[config.mk]
export PLATFORM = sky130hd
export DESIGN_NAME = tbd_decode_core
export DESIGN_NICKNAME = d
export VERILOG_FILES = /design/src/verilog/tbd_pkg.sv /design/src/verilog/tbd_ctl_if.sv /design/src/verilog/tbd_time_states.sv /design/src/verilog/tbd_io_strobes.sv /design/src/verilog/tbd_decode_core.sv
export SDC_FILE = /design/constraint.sdc
export NUM_CORES = 1
export LEC_CHECK = 0
export BUFFER_PORTS_ARGS = -buffer_cell sky130_fd_sc_hd__buf_2
export CAP_MARGIN = 30
export CELL_PAD_IN_SITES_DETAIL_PLACEMENT = 2
export CELL_PAD_IN_SITES_GLOBAL_PLACEMENT = 2
export CORE_AREA = 2 2 169 171
export CTS_CLUSTER_DIAMETER = 80
export DETAILED_ROUTE_END_ITERATION = 12
export DIE_AREA = 0 0 171 173
export PLACE_DENSITY = 0.83
export SYNTH_ARGS = -nofsm -noshare
export SYNTH_HDL_FRONTEND = slang
export SYNTH_SLANG_ARGS = --single-unit
[constraint.sdc]
create_clock -name clk -period 5.37 [get_ports clk]
set_input_delay 0.537 -clock clk [delete_from_list [all_inputs] [get_ports clk]]
set_output_delay 0.537 -clock clk [all_outputs]
set_load 0.02 [all_outputs]
[src/verilog/tbd_pkg.sv]
package tbd_pkg;
    localparam int WORD_W = 12;
    localparam int OPC_W = 3;
    localparam int OFFS_W = 7;
    localparam int PAGE_W = WORD_W - OFFS_W;
    localparam int DEV_W = 6;
    localparam int NUM_STROBES = 3;

    // Field positions, numbered from the most significant bit as bit 0, except OPC_LSB, which counts from the least significant bit
    localparam int OPC_LSB = 9;
    localparam int DEV_LSB = 3;
    localparam int BIT_INDIRECT = 3;
    localparam int BIT_CURPAGE = 4;
    localparam int BIT_GROUP = 3;
    localparam int G1_CLR_ACC = 4;
    localparam int G1_CLR_LINK = 5;
    localparam int G1_CMP_ACC = 6;
    localparam int G1_CMP_LINK = 7;
    localparam int G1_ROT_RIGHT = 8;
    localparam int G1_ROT_LEFT = 9;
    localparam int G1_ROT_TWICE = 10;
    localparam int G1_INC_ACC = 11;
    localparam int G2_CLR_ACC = 4;
    localparam int G2_SKIP_MINUS = 5;
    localparam int G2_SKIP_ZERO = 6;
    localparam int G2_SKIP_LINK = 7;
    localparam int G2_SKIP_INVERT = 8;
    localparam int G2_OR_SWITCH = 9;
    localparam int G2_HALT = 10;

    localparam logic [OPC_W-1:0] OP_AND = 3'h0;
    localparam logic [OPC_W-1:0] OP_ADD = 3'h1;
    localparam logic [OPC_W-1:0] OP_ISZ = 3'h2;
    localparam logic [OPC_W-1:0] OP_STORE = 3'h3;
    localparam logic [OPC_W-1:0] OP_CALL = 3'h4;
    localparam logic [OPC_W-1:0] OP_JUMP = 3'h5;
    localparam logic [OPC_W-1:0] OP_IO = 3'h6;
    localparam logic [OPC_W-1:0] OP_OPERATE = 3'h7;

    localparam logic [WORD_W-1:0] WORD_ZERO = 12'h000;
    localparam logic [PAGE_W-1:0] PAGE_ZERO = 5'h00;

    // Time states, numbered from zero
    localparam logic [1:0] TS_1 = 2'h0;
    localparam logic [1:0] TS_2 = 2'h1;
    localparam logic [1:0] TS_3 = 2'h2;
    localparam logic [1:0] TS_4 = 2'h3;

    localparam int CLK_NS = 10;
    localparam int CYCLE_NS = 1600;
    localparam int EXT_CYCLE_NS = 4250;
    localparam int EVENT_NS = 1000;
    localparam int CNT_W = 9;
    localparam int STATE_CLKS = CYCLE_NS / 4 / CLK_NS;
    localparam int EXTRA_CLKS = (EXT_CYCLE_NS - CYCLE_NS + CLK_NS - 1) / CLK_NS;
    localparam int EVENT_CLKS = EVENT_NS / CLK_NS;

    typedef enum logic [1:0] {MS_FETCH, MS_DEFER, MS_EXEC} tbd_major_t;
endpackage

[src/verilog/tbd_ctl_if.sv]
`timescale 1ns/1ps
interface tbd_ctl_if;
    logic [1:0] timeState;
    logic timePulse;
    logic run;
    logic pause;
    logic [tbd_pkg::NUM_STROBES-1:0] ioBits;
    logic [tbd_pkg::NUM_STROBES-1:0] strobes;

    modport timing (output timeState, output timePulse, input run, input pause);
    modport strobe (input pause, input ioBits, output strobes);
    modport core (input timeState, input timePulse, output run, output pause,
        output ioBits, input strobes);
endinterface

[src/verilog/tbd_time_states.sv]
`timescale 1ns/1ps
module tbd_time_states (
    input wire logic clk,
    input wire logic nrst,
    tbd_ctl_if.timing ctl
);
    typedef struct packed {
        logic [1:0] ts;
        logic [tbd_pkg::CNT_W-1:0] cnt;
    } tbd_time_t;

    tbd_time_t s_reg;
    tbd_time_t s_next;
    logic [tbd_pkg::CNT_W-1:0] stateLen;

    // Third state stretches so strobes finish inside one fetch
    assign stateLen = (ctl.pause && s_reg.ts == tbd_pkg::TS_3)
        ? tbd_pkg::CNT_W'(tbd_pkg::STATE_CLKS + tbd_pkg::EXTRA_CLKS)
        : tbd_pkg::CNT_W'(tbd_pkg::STATE_CLKS);
    assign ctl.timePulse = ctl.run && (s_reg.cnt == stateLen - 1'b1);
    assign ctl.timeState = s_reg.ts;

    always_comb
    begin
        s_next = s_reg;
        if (!ctl.run)
        begin
            s_next.ts = tbd_pkg::TS_1;
            s_next.cnt = '0;
        end
        else if (ctl.timePulse)
        begin
            s_next.cnt = '0;
            s_next.ts = s_reg.ts + 2'h1;
        end
        else
        begin
            s_next.cnt = s_reg.cnt + 1'b1;
        end
    end

    always_ff @(posedge clk or negedge nrst)
    begin
        if (!nrst)
            s_reg <= '0;
        else
            s_reg <= s_next;
    end
endmodule

[src/verilog/tbd_io_strobes.sv]
`timescale 1ns/1ps
module tbd_io_strobes (
    input wire logic clk,
    input wire logic nrst,
    tbd_ctl_if.strobe ctl
);
    typedef struct packed {
        logic active;
        logic done;
        logic [1:0] evt;
        logic [tbd_pkg::CNT_W-1:0] cnt;
        logic [tbd_pkg::NUM_STROBES-1:0] out;
    } tbd_strobe_t;

    tbd_strobe_t s_reg;
    tbd_strobe_t s_next;

    assign ctl.strobes = s_reg.out;

    always_comb
    begin
        s_next = s_reg;
        s_next.out = '0;
        if (!ctl.pause)
        begin
            s_next.active = 1'b0;
            s_next.done = 1'b0;
        end
        else if (!s_reg.active && !s_reg.done)
        begin
            s_next.active = 1'b1;
            s_next.evt = 2'h0;
            s_next.cnt = '0;
        end
        else if (s_reg.active)
        begin
            s_next.cnt = s_reg.cnt + 1'b1;
            if (s_reg.cnt == tbd_pkg::CNT_W'(tbd_pkg::EVENT_CLKS - 1))
            begin
                // One pulse per event time, only when its bit asks
                s_next.cnt = '0;
                s_next.out[s_reg.evt] = ctl.ioBits[s_reg.evt];
                s_next.evt = s_reg.evt + 2'h1;
                if (s_reg.evt == 2'(tbd_pkg::NUM_STROBES - 1))
                begin
                    s_next.active = 1'b0;
                    s_next.done = 1'b1;
                end
            end
        end
    end

    always_ff @(posedge clk or negedge nrst)
    begin
        if (!nrst)
            s_reg <= '0;
        else
            s_reg <= s_next;
    end
endmodule

[src/verilog/tbd_decode_core.sv]
`timescale 1ns/1ps
// Behaviour
// - Opcode in top three bits
// - Offset with current page or page zero
// - Indirect bit fetches full pointer first
// - Two or three cycles; jump one/two
// - AND into accumulator, word restored
// - Add; carry out flips link
// - Increment word, skip when zero
// - Store accumulator then clear it
// - Store return address, continue at target+1
// - Jump loads effective address into counter
// - Augmented ops finish in one fetch
// - Opcode six sets pause, stretches fetch
// - Up to three strobes, one microsecond apart
// - Device code from bits three to eight
// - Bit three picks operate group
// - Complement inverted, increment with carry
// - Increments, complement and several buffer loads through one gating network
// - Opcode latched from sense during fetch
// - Next major state entered at end pulse
// - Four time states with pulses
module tbd_decode_core (
    input wire logic clk,
    input wire logic nrst,
    output logic [tbd_pkg::WORD_W-1:0] memAddr,
    output logic [tbd_pkg::WORD_W-1:0] memWrData,
    output logic memWrite,
    input wire logic [tbd_pkg::WORD_W-1:0] memRdData,
    input wire logic [tbd_pkg::WORD_W-1:0] frontSwitchWord,
    input wire logic [tbd_pkg::WORD_W-1:0] ioDataIn,
    input wire logic ioLoadAcc,
    input wire logic startKey,
    output logic [tbd_pkg::DEV_W-1:0] ioDeviceCode,
    output logic [tbd_pkg::NUM_STROBES-1:0] ioStrobePulse,
    output logic [tbd_pkg::WORD_W-1:0] ioBusData,
    output logic [tbd_pkg::WORD_W-1:0] workRegister,
    output logic linkBit,
    output logic [tbd_pkg::WORD_W-1:0] programCounter,
    output logic [tbd_pkg::OPC_W-1:0] opcodeLatch,
    output logic [1:0] majorState,
    output logic running,
    output logic pauseFlag
);
    localparam int W = tbd_pkg::WORD_W;

    typedef struct packed {
        tbd_pkg::tbd_major_t major;
        logic [W-1:0] acc;
        logic link;
        logic [W-1:0] pc;
        logic [W-1:0] mb;
        logic [W-1:0] ma;
        logic [W-1:0] sense;
        logic [tbd_pkg::OPC_W-1:0] opc;
        logic pause;
        logic run;
        logic [W-1:0] swMeta;
        logic [W-1:0] swSync;
        logic [W-1:0] inMeta;
        logic [W-1:0] inSync;
        logic [1:0] ctlMeta;
        logic [1:0] ctlSync;
    } tbd_core_t;

    tbd_core_t s_reg;
    tbd_core_t s_next;

    ////////////////////////////////////////////////////////////////////
    // Shared helpers

    // Bit n counted from the most significant end
    function automatic logic ibit(input logic [W-1:0] w, input int n);
        ibit = w[W-1-n];
    endfunction

    // One adder serves increments, complement and several buffer loads: invert, pass, or carry in
    function automatic logic [W:0] gateNet(input logic [W-1:0] src,
        input logic inv, input logic cin);
        logic [W:0] sum;
        sum = {1'b0, (inv ? ~src : src)} + {{W{1'b0}}, cin};
        gateNet = sum;
    endfunction

    function automatic logic [W-1:0] effAddr(input logic [W-1:0] ins,
        input logic [W-1:0] insAddr);
        logic [tbd_pkg::PAGE_W-1:0] page;
        page = ibit(ins, tbd_pkg::BIT_CURPAGE)
            ? insAddr[W-1:tbd_pkg::OFFS_W] : tbd_pkg::PAGE_ZERO;
        effAddr = {page, ins[tbd_pkg::OFFS_W-1:0]};
    endfunction

    // First operate group, in its fixed internal sequence
    function automatic logic [W:0] operateOne(input logic [W-1:0] ins,
        input logic [W-1:0] acc, input logic link);
        logic [W:0] r;
        logic [W:0] inc;
        r = {link, acc};
        if (ibit(ins, tbd_pkg::G1_CLR_ACC))
            r[W-1:0] = tbd_pkg::WORD_ZERO;
        if (ibit(ins, tbd_pkg::G1_CLR_LINK))
            r[W] = 1'b0;
        if (ibit(ins, tbd_pkg::G1_CMP_ACC))
            r[W-1:0] = W'(gateNet(r[W-1:0], 1'b1, 1'b0));
        if (ibit(ins, tbd_pkg::G1_CMP_LINK))
            r[W] = ~r[W];
        if (ibit(ins, tbd_pkg::G1_INC_ACC))
        begin
            inc = gateNet(r[W-1:0], 1'b0, 1'b1);
            r = {r[W] ^ inc[W], inc[W-1:0]};
        end
        // Right and left together conflict; right then wins here
        if (ibit(ins, tbd_pkg::G1_ROT_RIGHT))
        begin
            r = {r[0], r[W:1]};
            if (ibit(ins, tbd_pkg::G1_ROT_TWICE))
                r = {r[0], r[W:1]};
        end
        else if (ibit(ins, tbd_pkg::G1_ROT_LEFT))
        begin
            r = {r[W-1:0], r[W]};
            if (ibit(ins, tbd_pkg::G1_ROT_TWICE))
                r = {r[W-1:0], r[W]};
        end
        operateOne = r;
    endfunction

    function automatic logic skipTest(input logic [W-1:0] ins,
        input logic [W-1:0] acc, input logic link);
        logic cond;
        cond = (ibit(ins, tbd_pkg::G2_SKIP_MINUS) && acc[W-1])
            || (ibit(ins, tbd_pkg::G2_SKIP_ZERO) && acc == tbd_pkg::WORD_ZERO)
            || (ibit(ins, tbd_pkg::G2_SKIP_LINK) && link);
        skipTest = ibit(ins, tbd_pkg::G2_SKIP_INVERT) ? ~cond : cond;
    endfunction

    ////////////////////////////////////////////////////////////////////
    // Timing and strobe helpers

    tbd_ctl_if ctl ();

    tbd_time_states timeGen (
        .clk(clk),
        .nrst(nrst),
        .ctl(ctl.timing)
    );

    tbd_io_strobes strobeGen (
        .clk(clk),
        .nrst(nrst),
        .ctl(ctl.strobe)
    );

    logic atPulse;
    logic [1:0] ts;
    logic [W-1:0] ea;
    logic [W:0] sum;
    logic [W:0] opOne;
    logic [W-1:0] pcNext;

    assign atPulse = ctl.timePulse;
    assign ts = ctl.timeState;
    assign ctl.run = s_reg.run;
    assign ctl.pause = s_reg.pause;
    assign ctl.ioBits = {s_reg.mb[2], s_reg.mb[1], s_reg.mb[0]};
    assign ea = effAddr(s_reg.mb, s_reg.ma);
    assign sum = gateNet(s_reg.acc, 1'b0, 1'b0)
        + {1'b0, s_reg.sense};
    assign opOne = operateOne(s_reg.mb, s_reg.acc, s_reg.link);
    assign pcNext = W'(gateNet(s_reg.pc, 1'b0, 1'b1));

    ////////////////////////////////////////////////////////////////////
    // Outputs

    assign memAddr = s_reg.ma;
    assign memWrData = s_reg.mb;
    // Core reads are destructive, so every cycle writes the buffer back
    assign memWrite = atPulse && ts == tbd_pkg::TS_4;
    assign ioDeviceCode = s_reg.mb[W-1-tbd_pkg::DEV_LSB -: tbd_pkg::DEV_W];
    assign ioStrobePulse = ctl.strobes;
    assign ioBusData = s_reg.acc;
    assign workRegister = s_reg.acc;
    assign linkBit = s_reg.link;
    assign programCounter = s_reg.pc;
    assign opcodeLatch = s_reg.opc;
    assign majorState = s_reg.major;
    assign running = s_reg.run;
    assign pauseFlag = s_reg.pause;

    ////////////////////////////////////////////////////////////////////
    // Next state

    always_comb
    begin
        s_next = s_reg;
        s_next.swMeta = frontSwitchWord;
        s_next.swSync = s_reg.swMeta;
        s_next.inMeta = ioDataIn;
        s_next.inSync = s_reg.inMeta;
        s_next.ctlMeta = {startKey, ioLoadAcc};
        s_next.ctlSync = s_reg.ctlMeta;
        if (!s_reg.run && s_reg.ctlSync[1])
        begin
            s_next.run = 1'b1;
            s_next.major = tbd_pkg::MS_FETCH;
            s_next.ma = s_reg.pc;
        end
        if (atPulse)
        begin
            case (ts)
                tbd_pkg::TS_1:
                begin
                    s_next.sense = memRdData;
                end
                tbd_pkg::TS_2:
                begin
                    s_next.mb = W'(gateNet(s_reg.sense, 1'b0, 1'b0));
                    if (s_reg.major == tbd_pkg::MS_FETCH)
                    begin
                        s_next.opc = s_reg.sense[W-1:tbd_pkg::OPC_LSB];
                        s_next.pc = pcNext;
                        if (s_reg.sense[W-1:tbd_pkg::OPC_LSB] == tbd_pkg::OP_IO)
                            s_next.pause = 1'b1;
                    end
                end
                tbd_pkg::TS_3:
                begin
                    if (s_reg.major == tbd_pkg::MS_EXEC)
                    begin
                        case (s_reg.opc)
                            tbd_pkg::OP_ISZ:
                                s_next.mb = W'(gateNet(s_reg.sense, 1'b0, 1'b1));
                            tbd_pkg::OP_STORE:
                                s_next.mb = W'(gateNet(s_reg.acc, 1'b0, 1'b0));
                            tbd_pkg::OP_CALL:
                                s_next.mb = W'(gateNet(s_reg.pc, 1'b0, 1'b0));
                            default:
                                s_next.mb = s_reg.sense;
                        endcase
                    end
                end
                tbd_pkg::TS_4:
                begin
                    case (s_reg.major)
                        tbd_pkg::MS_FETCH:
                        begin
                            if (s_reg.opc <= tbd_pkg::OP_JUMP)
                            begin
                                s_next.ma = ea;
                                if (ibit(s_reg.mb, tbd_pkg::BIT_INDIRECT))
                                    s_next.major = tbd_pkg::MS_DEFER;
                                else if (s_reg.opc == tbd_pkg::OP_JUMP)
                                begin
                                    s_next.pc = ea;
                                    s_next.major = tbd_pkg::MS_FETCH;
                                end
                                else
                                    s_next.major = tbd_pkg::MS_EXEC;
                            end
                            else if (s_reg.opc == tbd_pkg::OP_IO)
                            begin
                                if (s_reg.ctlSync[0])
                                    s_next.acc = s_reg.acc | s_reg.inSync;
                                s_next.pause = 1'b0;
                                s_next.ma = s_reg.pc;
                            end
                            else if (!ibit(s_reg.mb, tbd_pkg::BIT_GROUP))
                            begin
                                s_next.acc = opOne[W-1:0];
                                s_next.link = opOne[W];
                                s_next.ma = s_reg.pc;
                            end
                            else
                            begin
                                if (ibit(s_reg.mb, tbd_pkg::G2_CLR_ACC))
                                    s_next.acc = tbd_pkg::WORD_ZERO;
                                if (ibit(s_reg.mb, tbd_pkg::G2_OR_SWITCH))
                                    s_next.acc = s_next.acc | s_reg.swSync;
                                if (ibit(s_reg.mb, tbd_pkg::G2_HALT))
                                    s_next.run = 1'b0;
                                if (skipTest(s_reg.mb, s_reg.acc, s_reg.link))
                                begin
                                    s_next.pc = pcNext;
                                    s_next.ma = pcNext;
                                end
                                else
                                    s_next.ma = s_reg.pc;
                            end
                        end
                        tbd_pkg::MS_DEFER:
                        begin
                            // The pointer word is the full operand address
                            s_next.ma = s_reg.sense;
                            if (s_reg.opc == tbd_pkg::OP_JUMP)
                            begin
                                s_next.pc = s_reg.sense;
                                s_next.major = tbd_pkg::MS_FETCH;
                            end
                            else
                                s_next.major = tbd_pkg::MS_EXEC;
                        end
                        tbd_pkg::MS_EXEC:
                        begin
                            s_next.major = tbd_pkg::MS_FETCH;
                            s_next.ma = s_reg.pc;
                            case (s_reg.opc)
                                tbd_pkg::OP_AND:
                                    s_next.acc = s_reg.acc & s_reg.sense;
                                tbd_pkg::OP_ADD:
                                begin
                                    s_next.acc = sum[W-1:0];
                                    s_next.link = s_reg.link ^ sum[W];
                                end
                                tbd_pkg::OP_ISZ:
                                begin
                                    if (s_reg.mb == tbd_pkg::WORD_ZERO)
                                    begin
                                        s_next.pc = pcNext;
                                        s_next.ma = pcNext;
                                    end
                                end
                                tbd_pkg::OP_STORE:
                                    s_next.acc = tbd_pkg::WORD_ZERO;
                                tbd_pkg::OP_CALL:
                                begin
                                    s_next.pc = W'(gateNet(s_reg.ma, 1'b0, 1'b1));
                                    s_next.ma = s_next.pc;
                                end
                                default:
                                    s_next.ma = s_reg.pc;
                            endcase
                        end
                        default:
                            s_next.major = tbd_pkg::MS_FETCH;
                    endcase
                end
                default:
                    s_next.sense = s_reg.sense;
            endcase
        end
    end

    always_ff @(posedge clk or negedge nrst)
    begin
        if (!nrst)
        begin
            s_reg <= '0;
            s_reg.run <= 1'b1;
        end
        else
            s_reg <= s_next;
    end
endmodule

Word level (Yosys, flattened, before mapping)
Cells that the tools add are included.
{ "classes": {"n_addsub": 10, "multipliers": 0, "div_mod_pow": 0, "magnitude_cmp": 3, "eq_ne": 37, "shifts": 0, "mux": 83, "bitwise": 9, "reduce_logical": 34} }
{ "ops": {"columns": ["op", "count"], "rows": [
  ["two-way mux 12 bit", 26],
  ["one-hot mux 12 bit (3 select lines)", 4],
  ["two-way mux 13 bit", 7],
  ["one-hot mux 12 bit (2 select lines)", 3],
  ["two-way mux 68 bit", 1],
  ["adder 12 x 1 -> 12 bit, second input constant", 3],
  ["two-way mux 16 bit", 2],
  ["one-hot mux 13 bit (2 select lines)", 1],
  ["logical NOT 12 bit", 2],
  ["bitwise OR 12 bit", 2],
  ["two-way mux 11 bit", 2],
  ["adder 9 x 1 -> 9 bit, second input constant", 2],
  ["two-way mux 2 bit", 9],
  ["two-way mux 9 bit", 2],
  ["two-way mux 1 bit", 16],
  ["!= test 2 bit, second input constant", 8],
  ["two-way mux 15 bit", 1],
  ["!= test 2 x 1 -> 1 bit, second input constant", 7],
  ["AND reduction 7 bit", 2],
  ["adder 12 x 1 -> 13 bit, second input constant", 1],
  ["adder 12 x 12 -> 13 bit", 1],
  ["AND 12 bit", 1],
  ["== test 3 bit, second input constant", 4],
  ["inverter 12 bit", 1],
  ["36 further kinds", 68]
]} }
{ "word_totals": {"reg_bits": 147, "latchBits": 0, "ram_bits": 0, "rom_bits": 0, "in_bits": 40, "mem_count": 0} }

Depth between registers and ports, before layout
{ "depth": {"depth_word": 15, "ltp_mapped": 12} }

Modules after synthesis
Synthesis repeated with hierarchy kept, for this count alone.
{ "hier_totals": {"cells_unflattened": 1269, "area_unflattened_um2": 10769.1} }
{ "by_module_without_submodules": {"columns": ["mod", "n_inst", "cells_per_inst", "area_per_inst_um2"], "rows": [
  ["tbd_decode_core", 1, 1130, 9312.7],
  ["tbd_io_strobes", 1, 82, 845.8],
  ["tbd_time_states", 1, 57, 610.6]
]} }

Worst setup path before layout
OpenSTA, ideal clock, no wires.
{ "synth_timing": {"kind": "reg2reg", "start": "register s_reg, in the netlist memWrData[7]", "end": "register s_reg, in the netlist ioBusData[1]", "setup_ns": 0.072, "arrival_time_ns": 2.712, "t_required_ns": 5.298, "slack_ns": 2.586, "path_stages_with_launch": 13, "n_path_buf": 1, "path_cell_list": "dfrtp_1 -> clkbuf_1 -> nand2b_1 -> xnor2_1 -> ha_1 -> and3_1 -> a22oi_2 -> a2111oi_2 -> xnor2_1 -> nand2_1 -> a2111oi_0 -> a211oi_1 -> nor2_1"} }
{ "synth_between": {"elab_chain_len": 13, "word_cells_on_any_way": 22, "cone_classes": "add/sub (1); mux (18); bitwise (3)"} }
{ "synth_lines": {"columns": ["element", "line_no", "text"], "rows": [
  ["start, declared", "tbd_decode_core.sv:66", "tbd_core_t s_reg;"],
  ["start signal, assigned", "tbd_decode_core.sv:351", "s_reg <= s_next;"],
  ["two-way mux 12 bit (*)", "tbd_decode_core.sv:99, tbd_decode_core.sv:275", null],
  ["inverter 12 bit or two-way mux 12 bit (tied branches)", "tbd_decode_core.sv:81, tbd_decode_core.sv:267", null],
  ["two-way mux 12 bit, on equally long branches", "tbd_decode_core.sv:103, tbd_decode_core.sv:260", null],
  ["adder 12 x 1 -> 13 bit or two-way mux 12 bit (tied branches)", "tbd_decode_core.sv:81, tbd_decode_core.sv:247", null],
  ["bitwise XOR 1 bit or two-way mux 12 bit (tied branches)", "tbd_decode_core.sv:110, tbd_decode_core.sv:244", null],
  ["two-way mux 13 bit or two-way mux 12 bit (tied branches)", "tbd_decode_core.sv:107, tbd_decode_core.sv:210", null],
  ["two-way mux 13 bit or two-way mux 12 bit (tied branches)", "tbd_decode_core.sv:122, tbd_decode_core.sv:208", null],
  ["two-way mux 13 bit or bitwise OR 12 bit (tied branches)", "tbd_decode_core.sv:119, tbd_decode_core.sv:278", null],
  ["two-way mux 13 bit or two-way mux 12 bit (tied branches)", "tbd_decode_core.sv:113, tbd_decode_core.sv:277", null],
  ["two-way mux 12 bit (*)", "tbd_decode_core.sv:267", "else if (!ibit(s_reg.mb, tbd_pkg::BIT_GROUP))"],
  ["two-way mux 12 bit (*)", "tbd_decode_core.sv:260", "else if (s_reg.opc == tbd_pkg::OP_IO)"],
  ["two-way mux 13 bit (*)", "tbd_decode_core.sv:247", "if (s_reg.opc <= tbd_pkg::OP_JUMP)"],
  ["one-hot mux 13 bit (2 select lines) (*)", "tbd_decode_core.sv:244", "case (s_reg.major)"]
]} }
Mark *: on every way between the ends. The rest lies on a longest branch, timed or not. The select of a mux whose other input is x is not followed.
A chain may end at the register's enable or synchronous reset.

Worst setup path in the final report
{ "layout_timing": {"start": "register timeGen.s_reg, in the netlist timeGen.ctl.timeState[0]", "end": "register s_reg, in the netlist programCounter[0]"} }
{ "layout_between": {"elab_chain_len": 7, "word_cells_on_any_way": 17, "cone_classes": "add/sub (1); eq/ne (10); mux (2); reduce/logical (4)"} }
{ "layout_lines": {"columns": ["element", "line_no", "text"], "rows": [
  ["start, declared", "tbd_time_states.sv:12", "tbd_time_t s_reg;"],
  ["start signal, assigned", "tbd_time_states.sv:47", "s_reg <= s_next;"],
  ["== test 2 bit", "tbd_time_states.sv:17", "assign stateLen = (ctl.pause && s_reg.ts == tbd_pkg::TS_3)"],
  ["logical AND 1 bit", "tbd_time_states.sv:17", null],
  ["two-way mux 9 bit", "tbd_time_states.sv:18", "? tbd_pkg::CNT_W'(tbd_pkg::STATE_CLKS + tbd_pkg::EXTRA_CLKS)"],
  ["subtractor 9 x 1 -> 9 bit", "tbd_time_states.sv:20", "assign ctl.timePulse = ctl.run && (s_reg.cnt == stateLen - 1'b1);"],
  ["== test 9 bit", "tbd_time_states.sv:20", null],
  ["logical AND 1 bit", "tbd_time_states.sv:20", null],
  ["AND reduction 8 bit (no source line)", null, null]
]} }
Several ways; a longest one is shown, not always the timed one.

==> out/metrics.yaml <==
route:
  vias_per_cell: 6.371
  wire_per_inst_um: 27.07
  antenna_left: 0
  dr.pass1.iters: 6
  drt_drc_violations_left: 0
  drt_iter0_drc: 911
  wirelength_mm: 45.33
  num_vias: 10671
sta:
  hold_viol_final: 0
  rsz0062_at_grt: "no"
  setup_viol: 0
  min_period_ns: 3.890
  finClkSkew_ns: 0.01767
  relSlewSlack_pct: 28.99
  worstMarginPinSlew_ns: 1.061
  min_period_over_period_pct: 72.44
  fmax_mhz: 257.1
  maxSlewViolCount: 0
  fin_setup_tns_ns: 0
  setup_ws_ns: 1.480
run_status:
  outcome: "finished clean"
synth:
  syn_nets: 1358
  synth_warnings: 0
  synth_ff_type: "dfrtp_1"
  ys_async_sr_fraction_pct: 100.0
  synth.cell_area_um2: 10720
  synth.distinct_cells: 88
  synth_seq_area_share_pct: 34.33
  synth_edf_count: 0
  synthCells: 1288
  ys_ff_latch: 147
  syn_avg_cell_area_um2: 8.323
clocking:
  post-cts-setup-buffers: 0
  cts_buffers: 17
  ctsRootBufferMaster: "clkbuf_16"
  path_clk_slew_ns: 0.07
  clkSinkCount: 147
  postCtsHoldBufs: 0
  clk_path_buf_depth: 2
  clkLatencyLatePin_ns: 0.44
  cts_max_level: 4
  post_cts_resized: 0
  cts_tree: "done"
pwr:
  seqPwrFrac_pct: 46.0
  p_switching_uw: 706.6
  p_per_area_nw_per_um2: 226.1
  p_comb_share_pct: 6.4
  swShare_pct: 26.78
  pwr-share-clk_pct: 47.6
  power_leakage_nw: 4.884
  vdd_drop_max_mv: 0.2045
  p_int_mw: 1.932
global_routing:
  grt.total_usage_pct: 30.83
  grt-ovfl-total: 0
  grt_pass1_vias: 11328
  grt-busiest-layer: "met2"
  grt_use_met3_pct: 4.211
  grt_pass1_wl_mm: 69.55
  antenna_found_initial: 0
  grt_max_degree: 90
  met2_usage_pct: 51.61
  grt_use_met1_pct: 39.59
place:
  dp_slack_ns: 1.621
  hpwl_mm: 31.53
  routabilityCongestion: 0.9026
  port_buffers: 117
floorplanning:
  pin_count: 118
  dieWidth_um: 171
  die_y_um: 173
  fp.coreArea_um2: 27630
  die_area_um2: 29580
  start_util_pct: 38.80
  num_rows: 61
flow_run:
  maxCapViolations: 0
min_path:
  hold_class: "in2reg"
cells_and_area:
  finalNetCount: 1354
  diodes: 0
  area_growth_pct: 8.835
  regArea_um2: 3680
  num-fill-cells: 3184
  largest_reg_flops: 38
  drive_gt1_share_pct: 16.19
  multi_input_area_um2: 5986
worst_setup_path:
  cp_slowest_cell: "nand2_1"
  crit_path_end_kind: "flip-flop"
  required_ns: 5.69
  critPathArrivalTime_ns: 4.21
  path_max_fanout: 24
  critPathMaxStageDelay_ns: 0.78
  critical_path_class: "reg2reg"
  cp_cell_sequence: "inv_1 > ha_1 > and4b_1 > a22oi_1 > nor3_1 > nand2_1 > or2_0 > a211o_1 > o311ai_1"
  start_kind: "flip-flop"
power groups by stage:
stage	Combinational [mW]	Clock [mW]	Sequential (mW)
2_1_floorplan	0.100	0	1.21
3_3_place_gp	0.151	0	1.23
3_5_place_dp	0.162	0	1.23
4_1_cts	0.168	1.28	1.21
5_1_grt	0.191	1.31	1.22
6_report	0.168	1.26	1.21
synth_stat cells (all sizes together), types with 13 or more instances:
master,instances,area share [%]
a211oi,22,1.5
a21oi,65,3.0
a31oi,20,1.2
and3,33,1.9
buf,94,6.1
clkbuf,67,2.4
dfrtp,146,34
ha,29,3.4
inv,37,1.3
mux2,25,2.6
nand2,122,4.3
nand2b,15,0.95
nand3,50,2.3
nand4,14,0.88
nor2,123,4.3
nor3,34,1.8
nor4,13,0.82
o211ai,15,1.1
o21ai,95,4.4
xnor2,44,3.6
xor2,19,1.6
cell usage in the layout, fill, tap and decap left out, types with 7 or more instances in the layout:
cell type,synthesis,routed
mux2_2,25,25
a21oi_1,65,65
nand2_1,122,122
o21ai_0,92,92
mux2i_1,9,9
a221oi_1,10,10
clkbuf_16,0,17
inv_1,36,36
nand2b_1,14,14
xor2_1,19,19
nor2b_1,7,7
o32ai_1,7,7
a221o_1,8,8
a31oi_1,20,20
nor2_1,122,122
nand4_1,13,13
buf_4,75,18
and3_1,33,33
a21o_1,10,10
xnor2_1,44,44
ha_1,29,29
nor3b_1,8,8
a211oi_1,22,22
nor3_1,31,31
nor4_1,12,12
a22oi_1,11,11
or3_1,7,7
buf_2,11,116
o211ai_1,15,15
nand3_1,50,50
dfrtp_1,146,146
cells by family after synthesis:
| logic type | count (synthesis) | share of synthesized area [%] |
|---|---|---|
| compound gates | 362 | 22.99 |
| buf+inv | 200 | 9.839 |
| xor+xnor | 63 | 5.147 |
| fa+ha+maj | 30 | 3.571 |
| simple gates | 452 | 20.66 |
| flops | 147 | 34.33 |
| mux | 34 | 3.466 |
critical path: cells and delay by family (launching register included):
| kind | cells | cell delay (ns) |
|---|---|---|
| compound gates | 3 | 0.59 |
| buf+inv | 1 | 0.10 |
| flops | 1 | 0.44 |
| fa+ha+maj | 1 | 0.33 |
| simple gates | 4 | 2.30 |
layer usage:
metal	share of wire [%]	up-vias
met1	42	5570
li1	-	4598
met2	49	382
met4	4.3	0
met5	0	-
met3	4.7	121
per-stage QoR:
step	std cells	power [mW]	util, %	cell area, µm²	hold WS (ns)
floorplan	1288	1.307	-	10720	0.2414
global placement	1640	1.376	39.86	11010	0.3310
detailed placement	1641	1.393	39.96	11040	0.3356
CTS	1673	2.657	42.09	11630	0.1900
global route	1675	2.720	42.23	11670	0.1884
finish	1675	2.638	42.23	11670	0.1969
area by class of cell:
cell class | count | area share [%]
clock inverters | 11 | 1.201
repair buffers | 138 | 6.788
inverters | 39 | 1.255
flip-flops and latches | 147 | 31.54
multi-input cells | 941 | 51.30
clock buffers | 21 | 3.861
well taps | 378 | 4.054
worst paths after layout:
| kind | startpoint | to | slack (ns) | cells past startpoint |
|---|---|---|---|---|
| max | timeGen.ctl.timeState[0]$_DFFE_PN0P_ | programCounter[0]$_DFFE_PN0P_ | 1.48 | 9 |
| min | frontSwitchWord[11] | s_next[39]$_DFF_PN0_ | 0.20 | 1 |
| max reg2reg | timeGen.ctl.timeState[0]$_DFFE_PN0P_ | programCounter[0]$_DFFE_PN0P_ | 1.48 | 9 |
| min reg2reg | s_next[10]$_DFF_PN0_ | s_reg[10]$_DFF_PN0_ | 0.34 | 0 |
| max in group asynchronous | nrst | s_reg[28]$_DFF_PN0_ | 3.40 | 4 |
| min in group asynchronous | nrst | memAddr[6]$_DFF_PN0_ | 0.53 | 2 |
Power figures use the tool's default switching activity.
